--- src/pkg/cie_pkg.sv ---
package cie_pkg;

  localparam int DATA_W = 16;

  // Instruction word, bit 15 is the most significant bit.
  localparam logic [7:0] IO_GROUP      = 8'h30;
  localparam int         GROUP_LSB     = 8;
  localparam int         SUB_LSB       = 4;
  localparam int         K_LSB         = 0;
  localparam int         K_W           = 4;
  localparam logic [3:0] SUB_CONTROL   = 4'hB;
  localparam logic [3:0] SUB_READ      = 4'h8;
  localparam logic [3:0] SUB_WRITE     = 4'h9;
  localparam logic [3:0] SUB_START     = 4'h7;
  localparam logic [3:0] SUB_TEST      = 4'hA;
  localparam logic [3:0] SUB_MODULE    = 4'hC;

  // Module command word fields and controller status bits.
  localparam int MOD_NUM_LSB       = 0;
  localparam int MOD_NUM_W         = 3;
  localparam int MOD_CMD_LSB       = 4;
  localparam int MOD_CMD_W         = 2;
  localparam int STAT_READY_BIT    = 14;
  localparam int STAT_START_OK_BIT = 15;

  // Table entry layout for channel program start addresses.
  localparam int DTAB_ENTRY_WORDS = 4;

  // APB map, byte addresses.
  localparam logic [11:0] REG_INSTR  = 12'h000;
  localparam logic [11:0] REG_STATUS = 12'h004;
  localparam logic [11:0] REG_STACK  = 12'h008;
  localparam logic [11:0] REG_POP    = 12'h00C;
  localparam logic [11:0] REG_TABLE  = 12'h010;
  localparam logic [11:0] REG_MODE   = 12'h014;

  // Status register fields.
  localparam int ST_BUSY      = 0;
  localparam int ST_CC_LSB    = 1;
  localparam int ST_MODE_TRAP = 3;
  localparam int ST_UNDER     = 4;
  localparam int ST_OVER      = 5;
  localparam int ST_BADOP     = 6;
  localparam int ST_DEPTH_LSB = 8;

  // No-response timeout, a least wait, so rounded up.
  localparam int NORESP_NS     = 1000;
  localparam int CLK_PERIOD_PS = 8000;
  localparam int NORESP_CYC    = (NORESP_NS * 1000 + CLK_PERIOD_PS - 1) / CLK_PERIOD_PS;

  typedef enum logic [2:0] {
    OP_NONE, OP_CONTROL, OP_READ, OP_WRITE, OP_START, OP_TEST, OP_MODULE
  } cie_op_e;

  typedef enum logic [2:0] {
    KIND_STATUS, KIND_CONTROL, KIND_READ, KIND_WRITE, KIND_START
  } cie_kind_e;

  typedef enum logic [1:0] {
    CC_GREATER = 2'h0,
    CC_LESS    = 2'h1,
    CC_EQUAL   = 2'h2
  } cie_cc_e;

  typedef struct packed {
    logic              valid;
    cie_kind_e         kind;
    logic [DATA_W-1:0] devnum;
    logic [DATA_W-1:0] data;
  } cie_io_req_s;

  typedef struct packed {
    logic              ack;
    logic [DATA_W-1:0] status;
    logic [DATA_W-1:0] data;
  } cie_io_rsp_s;

  typedef struct packed {
    logic                 valid;
    logic [MOD_NUM_W-1:0] modnum;
    logic [MOD_CMD_W-1:0] cmd;
    logic [DATA_W-1:0]    data;
  } cie_mod_req_s;

  typedef struct packed {
    logic              valid;
    logic [DATA_W-1:0] addr;
    logic [DATA_W-1:0] data;
  } cie_dtab_wr_s;

endpackage

--- src/rtl/cie_stack_mem.sv ---
`timescale 1ns/1ps
`default_nettype none
module cie_stack_mem #(
  parameter int DATA_W = 16,
  parameter int ADDR_W = 4
) (
  // Clock and reset
  input  wire logic              clk_in,
  input  wire logic              rst_b_in,
  // Write port
  input  wire logic              we_in,
  input  wire logic [ADDR_W-1:0] waddr_in,
  input  wire logic [DATA_W-1:0] wdata_in,
  // Read port, one cycle latency
  input  wire logic [ADDR_W-1:0] raddr_in,
  output logic      [DATA_W-1:0] rdata_out
);

  logic [DATA_W-1:0] mem_q [2**ADDR_W];

  always_ff @(posedge clk_in) begin
    if (we_in) begin
      mem_q[waddr_in] <= wdata_in;
    end
  end

  always_ff @(posedge clk_in or negedge rst_b_in) begin
    if (!rst_b_in) begin
      rdata_out <= '0;
    end else begin
      rdata_out <= mem_q[raddr_in];
    end
  end

endmodule
`default_nettype wire

--- src/rtl/cie_io_exec.sv ---
// Summary of operation
// - A control operation sends the top word with a control strobe to the device named at depth K, and on acknowledge pops it and sets equal.
// - A controller that does not answer leaves the stack untouched, sets less-than and ends the instruction.
// - A module command takes the module number from the low three bits and the command from bits five and four of the word at depth K, sends them with the top word, then pops it.
// - A module command stalls until the module is ready, and the module alone gives the command its meaning.
// - A module command needs privileged mode, leaves the condition code alone and may raise underflow or mode traps.
// - A read checks the ready status bit and, when set, pushes the controller data word and sets equal.
// - When the tested readiness bit is clear for read, write or start, the whole status word is pushed and greater-than is set.
// - A write with ready status sends the top word to the device, pops it and sets equal.
// - A start uses the top word as the channel program address and first tests the start-ok status bit.
// - With start-ok set, the address is written into the device's table entry, a start is issued, the top word is popped and equal is set.
// - A test fetches the status word, pushes it and sets equal without any readiness check.
//
// The APB register port and the register offsets were chosen for this implementation.
`timescale 1ns/1ps
`default_nettype none
module cie_io_exec
  import cie_pkg::*;
#(
  parameter int DEPTH_W       = 4,
  parameter int NORESP_CYCLES = cie_pkg::NORESP_CYC
) (
  // Clock and reset
  input  wire logic                 clk_in,
  input  wire logic                 rst_b_in,
  // APB slave
  input  wire logic                 psel_in,
  input  wire logic                 penable_in,
  input  wire logic                 pwrite_in,
  input  wire logic [11:0]          paddr_in,
  input  wire logic [31:0]          pwdata_in,
  output logic      [31:0]          prdata_out,
  output logic                      pready_out,
  output logic                      pslverr_out,
  // Device controllers
  output cie_pkg::cie_io_req_s      io_req_out,
  input  wire cie_pkg::cie_io_rsp_s io_rsp_in,
  // System modules over the central data bus
  output cie_pkg::cie_mod_req_s     mod_req_out,
  input  wire logic                 mod_ready_in,
  // Device table writes
  output cie_pkg::cie_dtab_wr_s     dtab_wr_out
);
  import cie_pkg::*;

  localparam int SP_W = DEPTH_W + 1;
  localparam int TW   = $clog2(NORESP_CYCLES + 1);

  typedef enum logic [2:0] {
    ST_IDLE = 3'h0,
    ST_RD_K = 3'h1,
    ST_RD_T = 3'h3,
    ST_STAT = 3'h2,
    ST_DTAB = 3'h6,
    ST_OP   = 3'h7,
    ST_PUSH = 3'h5
  } cie_st_e;

  function automatic cie_op_e op_decode(input logic [DATA_W-1:0] w);
    cie_op_e op;
    op = OP_NONE;
    if (w[GROUP_LSB+:8] == IO_GROUP) begin
      case (w[SUB_LSB+:4])
        SUB_CONTROL: op = OP_CONTROL;
        SUB_READ:    op = OP_READ;
        SUB_WRITE:   op = OP_WRITE;
        SUB_START:   op = OP_START;
        SUB_TEST:    op = OP_TEST;
        SUB_MODULE:  op = OP_MODULE;
        default:     op = OP_NONE;
      endcase
    end
    return op;
  endfunction

  cie_st_e           state_q;
  cie_op_e           op_q;
  cie_cc_e           cc_q;
  logic [DATA_W-1:0] arg_q;
  logic [DATA_W-1:0] top_q;
  logic [DATA_W-1:0] stat_q;
  logic [DATA_W-1:0] push_q;
  logic [DATA_W-1:0] table_q;
  logic [DATA_W-1:0] dtab_addr_q;
  logic [SP_W-1:0]   sp_q;
  logic [TW-1:0]     timer_q;
  logic              mode_q;
  logic              rd_wait_q;
  logic              f_mode_q;
  logic              f_under_q;
  logic              f_over_q;
  logic              f_badop_q;

  logic              busy;
  logic              apb_acc;
  logic              mapped;
  logic              stack_rd;
  logic              refused;
  logic              apb_wr;
  logic              start_w;
  cie_op_e           new_op;
  logic [K_W-1:0]    new_k;
  logic              set_mode;
  logic              set_under;
  logic              set_badop;
  logic              go_w;
  logic              full;
  logic              apb_push;
  logic              apb_pop;
  logic              exec_pop;
  logic              exec_push;
  logic              timeout_w;
  logic              ready_w;
  logic              mem_we;
  logic [DEPTH_W-1:0] mem_waddr;
  logic [DATA_W-1:0] mem_wdata;
  logic [DEPTH_W-1:0] mem_raddr;
  logic [DATA_W-1:0] mem_rdata;

  // APB decode. Stack reads wait one cycle for the memory and wait out a busy instruction.
  assign busy     = (state_q != ST_IDLE);
  assign apb_acc  = psel_in && penable_in;
  assign mapped   = (paddr_in == REG_INSTR) || (paddr_in == REG_STATUS) || (paddr_in == REG_STACK) ||
                    (paddr_in == REG_POP) || (paddr_in == REG_TABLE) || (paddr_in == REG_MODE);
  assign stack_rd = !pwrite_in && (paddr_in == REG_STACK);
  assign full     = (sp_q == SP_W'(2**DEPTH_W));
  assign refused  = pwrite_in && (busy || ((paddr_in == REG_STACK) && full) ||
                    ((paddr_in == REG_POP) && (sp_q == '0))) &&
                    ((paddr_in == REG_INSTR) || (paddr_in == REG_STACK) || (paddr_in == REG_POP));
  assign pready_out  = stack_rd ? rd_wait_q : 1'b1;
  assign pslverr_out = apb_acc && pready_out && (!mapped || refused);
  assign apb_wr      = apb_acc && pwrite_in && mapped && !refused;
  assign apb_push    = apb_wr && (paddr_in == REG_STACK);
  assign apb_pop     = apb_wr && (paddr_in == REG_POP);
  assign start_w     = apb_wr && (paddr_in == REG_INSTR);

  always_ff @(posedge clk_in or negedge rst_b_in) begin
    if (!rst_b_in) begin
      rd_wait_q <= 1'b0;
    end else begin
      rd_wait_q <= apb_acc && psel_in && stack_rd && !rd_wait_q && !busy;
    end
  end

  always_comb begin
    prdata_out = '0;
    case (paddr_in)
      REG_STATUS: begin
        prdata_out[ST_BUSY]                = busy;
        prdata_out[ST_CC_LSB+:2]           = cc_q;
        prdata_out[ST_MODE_TRAP]           = f_mode_q;
        prdata_out[ST_UNDER]               = f_under_q;
        prdata_out[ST_OVER]                = f_over_q;
        prdata_out[ST_BADOP]               = f_badop_q;
        prdata_out[ST_DEPTH_LSB+:SP_W]     = sp_q;
      end
      REG_STACK: prdata_out[DATA_W-1:0] = (sp_q == '0) ? '0 : mem_rdata;
      REG_TABLE: prdata_out[DATA_W-1:0] = table_q;
      REG_MODE:  prdata_out[0]          = mode_q;
      REG_INSTR: prdata_out[SUB_LSB+:4] = '0;
      default:   prdata_out = '0;
    endcase
  end

  always_ff @(posedge clk_in or negedge rst_b_in) begin
    if (!rst_b_in) begin
      table_q <= '0;
      mode_q  <= 1'b0;
    end else begin
      if (apb_wr && (paddr_in == REG_TABLE)) begin
        table_q <= pwdata_in[DATA_W-1:0];
      end
      if (apb_wr && (paddr_in == REG_MODE)) begin
        mode_q <= pwdata_in[0];
      end
    end
  end

  assign new_op    = op_decode(pwdata_in[DATA_W-1:0]);
  assign new_k     = pwdata_in[K_LSB+:K_W];
  assign set_badop = start_w && (new_op == OP_NONE);
  assign set_mode  = start_w && (new_op == OP_MODULE) && !mode_q;
  assign set_under = start_w && (new_op != OP_NONE) && !set_mode && (sp_q <= SP_W'(new_k));
  assign go_w      = start_w && !set_badop && !set_mode && !set_under;

  // Trap flags are sticky; a write of ones clears them, but a new event in that cycle wins.
  always_ff @(posedge clk_in or negedge rst_b_in) begin
    if (!rst_b_in) begin
      f_mode_q  <= 1'b0;
      f_under_q <= 1'b0;
      f_over_q  <= 1'b0;
      f_badop_q <= 1'b0;
    end else begin
      f_mode_q  <= set_mode || (f_mode_q &&
                   !(apb_wr && (paddr_in == REG_STATUS) && pwdata_in[ST_MODE_TRAP]));
      f_under_q <= set_under || (f_under_q &&
                   !(apb_wr && (paddr_in == REG_STATUS) && pwdata_in[ST_UNDER]));
      f_over_q  <= (exec_push && full) || (f_over_q &&
                   !(apb_wr && (paddr_in == REG_STATUS) && pwdata_in[ST_OVER]));
      f_badop_q <= set_badop || (f_badop_q &&
                   !(apb_wr && (paddr_in == REG_STATUS) && pwdata_in[ST_BADOP]));
    end
  end

  assign timeout_w = io_req_out.valid && !io_rsp_in.ack && (timer_q == TW'(NORESP_CYCLES - 1));

  always_ff @(posedge clk_in or negedge rst_b_in) begin
    if (!rst_b_in) begin
      timer_q <= '0;
    end else if (!io_req_out.valid || io_rsp_in.ack || timeout_w) begin
      timer_q <= '0;
    end else begin
      timer_q <= timer_q + TW'(1);
    end
  end

  assign ready_w = (op_q == OP_START) ? io_rsp_in.status[STAT_START_OK_BIT]
                                      : io_rsp_in.status[STAT_READY_BIT];

  always_ff @(posedge clk_in or negedge rst_b_in) begin
    if (!rst_b_in) begin
      state_q    <= ST_IDLE;
      op_q       <= OP_NONE;
      cc_q       <= CC_GREATER;
      arg_q       <= '0;
      top_q       <= '0;
      stat_q      <= '0;
      push_q      <= '0;
      dtab_addr_q <= '0;
    end else begin
      case (state_q)
        ST_IDLE: begin
          if (go_w) begin
            op_q    <= new_op;
            state_q <= ST_RD_K;
          end
        end
        ST_RD_K: begin
          arg_q   <= mem_rdata;
          state_q <= ST_RD_T;
        end
        ST_RD_T: begin
          top_q       <= mem_rdata;
          dtab_addr_q <= DATA_W'(table_q + DATA_W'(arg_q * DTAB_ENTRY_WORDS));
          state_q    <= ((op_q == OP_CONTROL) || (op_q == OP_MODULE)) ? ST_OP : ST_STAT;
        end
        ST_STAT: begin
          if (io_rsp_in.ack) begin
            stat_q <= io_rsp_in.status;
            push_q <= io_rsp_in.status;
            if (op_q == OP_TEST) begin
              cc_q    <= CC_EQUAL;
              state_q <= ST_PUSH;
            end else if (ready_w) begin
              state_q <= (op_q == OP_START) ? ST_DTAB : ST_OP;
            end else begin
              cc_q    <= CC_GREATER;
              state_q <= ST_PUSH;
            end
          end else if (timeout_w) begin
            cc_q    <= CC_LESS;
            state_q <= ST_IDLE;
          end
        end
        ST_DTAB: begin
          state_q <= ST_OP;
        end
        ST_OP: begin
          if (op_q == OP_MODULE) begin
            if (mod_ready_in) begin
              state_q <= ST_IDLE;
            end
          end else if (io_rsp_in.ack) begin
            cc_q <= CC_EQUAL;
            if (op_q == OP_READ) begin
              push_q  <= io_rsp_in.data;
              state_q <= ST_PUSH;
            end else begin
              state_q <= ST_IDLE;
            end
          end else if (timeout_w) begin
            cc_q    <= CC_LESS;
            state_q <= ST_IDLE;
          end
        end
        ST_PUSH: begin
          state_q <= ST_IDLE;
        end
        default: begin
          state_q <= ST_IDLE;
        end
      endcase
    end
  end

  assign exec_pop  = (state_q == ST_OP) && (((op_q == OP_MODULE) && mod_ready_in) ||
                     (io_rsp_in.ack && (op_q != OP_READ) && (op_q != OP_MODULE)));
  assign exec_push = (state_q == ST_PUSH);

  always_ff @(posedge clk_in or negedge rst_b_in) begin
    if (!rst_b_in) begin
      sp_q <= '0;
    end else if (exec_pop || apb_pop) begin
      sp_q <= sp_q - SP_W'(1);
    end else if ((exec_push || apb_push) && !full) begin
      sp_q <= sp_q + SP_W'(1);
    end
  end

  // An instruction push onto a full stack drops the word and raises the overflow flag; an APB push onto a full stack is refused.
  assign mem_we    = (exec_push || apb_push) && !full;
  assign mem_waddr = DEPTH_W'(sp_q);
  assign mem_wdata = exec_push ? push_q : pwdata_in[DATA_W-1:0];
  assign mem_raddr = go_w ? DEPTH_W'(sp_q - SP_W'(new_k) - SP_W'(1)) : DEPTH_W'(sp_q - SP_W'(1));

  cie_stack_mem #(
    .DATA_W (DATA_W),
    .ADDR_W (DEPTH_W)
  ) u_stack (
    .clk_in    (clk_in),
    .rst_b_in  (rst_b_in),
    .we_in     (mem_we),
    .waddr_in  (mem_waddr),
    .wdata_in  (mem_wdata),
    .raddr_in  (mem_raddr),
    .rdata_out (mem_rdata)
  );

  always_comb begin
    io_req_out        = '0;
    io_req_out.devnum = arg_q;
    io_req_out.data   = top_q;
    io_req_out.valid  = (state_q == ST_STAT) || ((state_q == ST_OP) && (op_q != OP_MODULE));
    io_req_out.kind   = KIND_STATUS;
    if (state_q == ST_OP) begin
      case (op_q)
        OP_CONTROL: io_req_out.kind = KIND_CONTROL;
        OP_READ:    io_req_out.kind = KIND_READ;
        OP_WRITE:   io_req_out.kind = KIND_WRITE;
        OP_START:   io_req_out.kind = KIND_START;
        default:    io_req_out.kind = KIND_STATUS;
      endcase
    end
  end

  assign mod_req_out.valid  = (state_q == ST_OP) && (op_q == OP_MODULE);
  assign mod_req_out.modnum = arg_q[MOD_NUM_LSB+:MOD_NUM_W];
  assign mod_req_out.cmd    = arg_q[MOD_CMD_LSB+:MOD_CMD_W];
  assign mod_req_out.data   = top_q;

  assign dtab_wr_out.valid = (state_q == ST_DTAB);
  assign dtab_wr_out.addr  = dtab_addr_q;
  assign dtab_wr_out.data  = top_q;
endmodule
`default_nettype wire

--- config.mk ---
export PLATFORM = sky130hd
export DESIGN_NAME = cie_io_exec
export DESIGN_NICKNAME = d
export VERILOG_FILES = /design/src/pkg/cie_pkg.sv /design/src/rtl/cie_stack_mem.sv /design/src/rtl/cie_io_exec.sv
export SDC_FILE = /design/constraint.sdc
export NUM_CORES = 1
export LEC_CHECK = 0
export BUFFER_PORTS_ARGS = -buffer_cell sky130_fd_sc_hd__clkbuf_2
export CORE_MARGIN = 2
export CORE_UTILIZATION = 30
export DETAILED_ROUTE_END_ITERATION = 7
export PLACE_DENSITY_LB_ADDON = 0.08
export SYNTH_ARGS = -nofsm -noshare
export SYNTH_HDL_FRONTEND = slang
export SYNTH_SLANG_ARGS = --single-unit
--- constraint.sdc ---
create_clock -name clk_in -period 6.9 [get_ports clk_in]
set_clock_uncertainty 0.15 [all_clocks]
set_input_delay 1.035 -clock clk_in [delete_from_list [all_inputs] [get_ports clk_in]]
set_output_delay 1.035 -clock clk_in [all_outputs]
set_load 0.05 [all_outputs]
==> Implementation_results.wiki <==
{| class="wikitable"
! Metric !! Value
|-
| Warnings from Yosys || 0
|-
| Synth cell count leaders || 256 x edfxtp_1, 244 x nand2_1, 122 x dfrtp_1
|-
| Sequential share of the synthesized area || 56.0%
|-
| Leakage dissipation || 8.50 nW
|-
| Clock latency reported for the late side of the worst-skew pair || 580 ps
|-
| Start-to-end type of the worst setup path || primary input to register
|-
| Cell area after technology mapping || 19200 µm²
|-
| Via count of the first global-routing pass || 14000
|-
| Remaining max-slew budget at the tightest pin || 34.8%
|-
| Startpoint kind of the worst setup timing path || primary input
|-
| # H-tree levels || 2
|-
| Relative area change from synthesis to final layout || 15.1%
|-
| Gate count after technology mapping || 1675
|-
| Register bit total from synthesis || 378
|-
| DRC Markers || 0
|-
| DP Wirelength || 39500 µm
|-
| Routed Antenna Nets || 0
|-
| Main area contributors after synthesis || edfxtp_1 40%, dfrtp_1 16%, nand2_1 4.8%
|-
| Final worst path period need || 5110 ps
|-
| Setup repair after global routing missed its margin || no
|-
| Type of the worst min-delay path || primary input to async pin
|-
| WP data required || 7140 ps
|-
| Post-Syn Area per Cell || 11.5 µm²
|-
| Fin crit share || 74.1%
|-
| Final worst slack || 1790 ps
|-
| I/O Pins || 208
|-
| RD Place Congestion || 0.859
|-
| Cts bufs inserted || 45
|-
| Outcome || finished clean
|-
| Least-Margin Pin Slew || 978 ps
|-
| Final-layout setup total negative slack || 0 ps
|-
| Max VDD drop || 195 µV
|-
| Number of antenna violations at the first check in global routing || 3
|-
| Yosys top cell by area || edfxtp_1
|-
| Cts repair resizes || 0
|-
| Chip Width || 257 µm
|-
| Hold-fix buffers, CTS || 0
|-
| Layout Cells excl Fill || 2651
|-
| Placement Rows || 92
|-
| Placed cell count || 2570
|-
| Number of enable-type register cells in the synthesized netlist || 256
|-
| Via-to-Cell Ratio || 5.40
|-
| Final net count || 1881
|-
| Largest driver fanout on the critical path || 64
|-
| Max Cap Viol || 0
|-
| Root buffer selected by CTS || clkbuf_16
|-
| Final worst hold slack || 265 ps
|-
| Synth Area in XOR/XNOR || 1.23%
|-
| Y dimension of the die || 257 µm
|-
| Wire length of the first global-routing pass || 93800 µm
|-
| Total detailed-routing wirelength || 64400 µm
|-
| Maximum number of buffers from clock root to sink || 3
|-
| CTS Sinks || 378
|-
| Post-synthesis share of cell area spent on and, or, nand and nor gates || 13.2%
|-
| Hold violation total from the final report || 0
|-
| Adder and majority gate portion of the synthesized area || 1.84%
|-
| Combinational family with the most area after synthesis || compound AO/OA/AOI/OAI gates
|-
| Violation count after the first detailed-routing iteration || 1144
|-
| Share of layout cells above drive strength 1 || 20.5%
|-
| Number of I/O port buffers || 175
|-
| Portion of netlist area occupied by mux cells || 7.53%
|-
| Tot GR Track Use || 19.0%
|-
| Share of the synthesized area in compound gates (AO/OA/AOI/OAI) || 14.6%
|-
| Worst-path clk slew || 60 ps
|-
| Routed wire length per instance || 24.3 µm
|-
| Timing-limited maximum frequency || 196 MHz
|-
| Overall overflow remaining after global route || 0
|-
| Floorplan die area || 66000 µm²
|-
| Total setup buffers inserted after CTS || 0
|-
| Final Max Slew Viols || 0
|-
| Largest net degree at the start of global routing || 73
|-
| Library cells used by synthesis || 66
|-
| Arrival time worst endpoint || 5350 ps
|-
| Clock tree from TritonCTS || built
|-
| Endpoint type of the worst setup path || register
|-
| Post-synthesis async set-or-reset flop share || 32.3%
|-
| Final Total Pwr || 0.00937 W
|-
| Core Region || 63200 µm²
|-
| Starting utilization of the core area || 30.4%
|-
| Post-placement setup slack || 1250 ps
|-
| Most instantiated library cell after synthesis || edfxtp_1
|-
| First-pass iteration count of the detailed router || 8
|-
| Most used flip-flop cell after synthesis || edfxtp_1
|-
| Vias after detailed routing || 14300
|-
| Final setup fails || 0
|-
| Power per standard cell area || 424 nW/µm²
|-
| Fraction of post-synthesis cell area in the top cell type by area || 40.1%
|}
-- cell families (layout without fill, tap and decap cells) --
group / Yosys count / after routing
XOR/XNOR: 27 / 27
other: 1 / 17
AND/OR/NAND/NOR: 517 / 517
buffers and inverters: 216 / 330
adder cells (fa/ha/maj): 27 / 27
flip-flops: 378 / 378
multiplexers: 137 / 137
AO/OA/AOI/OAI: 372 / 372
-- final timing paths --
check | start | to | slack, ps | cells past startpoint
setup / recovery | paddr_in[9] | u_stack.rdata_out[6] | 1790 | 11
hold / removal | rst_b_in | arg_q[1] | 260 | 1
setup reg to reg | sp_q[1] | u_stack.rdata_out[7] | 1960 | 11
hold reg to reg | push_q[7] | push_q[7] | 330 | 2
max in group asynchronous | rst_b_in | u_stack.rdata_out[2] | 5050 | 2
min in group clk_in | push_q[7] | push_q[7] | 330 | 2
-- layout by cell type (no fill, tap or decap), types with 4 or more instances in the layout --
| master | instances |
|---|---|
| a2111oi_0 | 67 |
| a211oi_1 | 67 |
| a21o_1 | 6 |
| a21oi_1 | 12 |
| a222oi_1 | 11 |
| a22o_1 | 4 |
| a311oi_1 | 65 |
| a31oi_1 | 66 |
| buf_4 | 44 |
| clkbuf_1 | 22 |
| clkbuf_16 | 48 |
| clkbuf_2 | 174 |
| clkbuf_8 | 4 |
| conb_1 | 16 |
| dfrtp_1 | 121 |
| edfxtp_1 | 256 |
| ha_1 | 24 |
| inv_1 | 29 |
| mux2_2 | 51 |
| mux2i_1 | 83 |
| nand2_1 | 242 |
| nand2b_1 | 74 |
| nand3_1 | 11 |
| nand3b_1 | 4 |
| nor2_1 | 33 |
| nor2_2 | 8 |
| nor2_4 | 4 |
| nor2b_1 | 70 |
| nor3_1 | 11 |
| nor3_2 | 4 |
| o21ai_0 | 45 |
| o31ai_1 | 4 |
| or2_2 | 6 |
| or3_1 | 7 |
| or4_1 | 18 |
| xnor2_1 | 10 |
| xor2_1 | 17 |
-- cell type report --
type,instances,area (µm²)
fillers,6229,41100
flip-flops and latches,378,10700
multi-input cells,1096,7550
clock buffers,74,1340
repair buffers,220,1230
well taps,846,1060
inverters,30,113
clock inverters,6,56.3
diodes,1,2.50
-- worst max-delay path: stages --
cell      delay, ps
clkbuf_2         70
or4_1           550
nor4_2          650
and2_2          330
buf_4           460
nand4_1         380
mux2i_4         280
buf_12          410
mux2i_1         250
a211oi_1        100
or4_1           720
-- through the flow --
step / instance area, µm² / utilization [%]
after CTS: 22100 / 35.0
after floorplan: 19200 / -
after detailed placement: 20700 / 32.7
after global routing: 22100 / 35.0
after global placement: 20700 / 32.7
final: 22100 / 35.0
-- routing by layer --
metal / vias up / track usage, % / wire, µm
li1: 6437 / - / -
met1: 7297 / 26.0 / 28900
met2: 503 / 31.1 / 30400
met3: 89 / 2.94 / 3520
met4: 0 / 6.02 / 1570
met5: - / 0 / 0
-- state kept, by name, summed over array words and instances (netlist names), 2 cells and up --
register,count
state_q,3
u_stack.rdata_out,16
arg_q,16
u_stack.mem_q,256
timer_q,7
table_q,16
op_q,3
cc_q,2
push_q,16
sp_q,5
top_q,16
dtab_addr_q,16
-- report_power, final --
group          switching [W]  internal (W)
sequential          0.000324       0.00276
clock               0.000946       0.00135
combinational        0.00282       0.00116
total                0.00409       0.00528
Note: power is estimated with default switching activity, not from simulation.
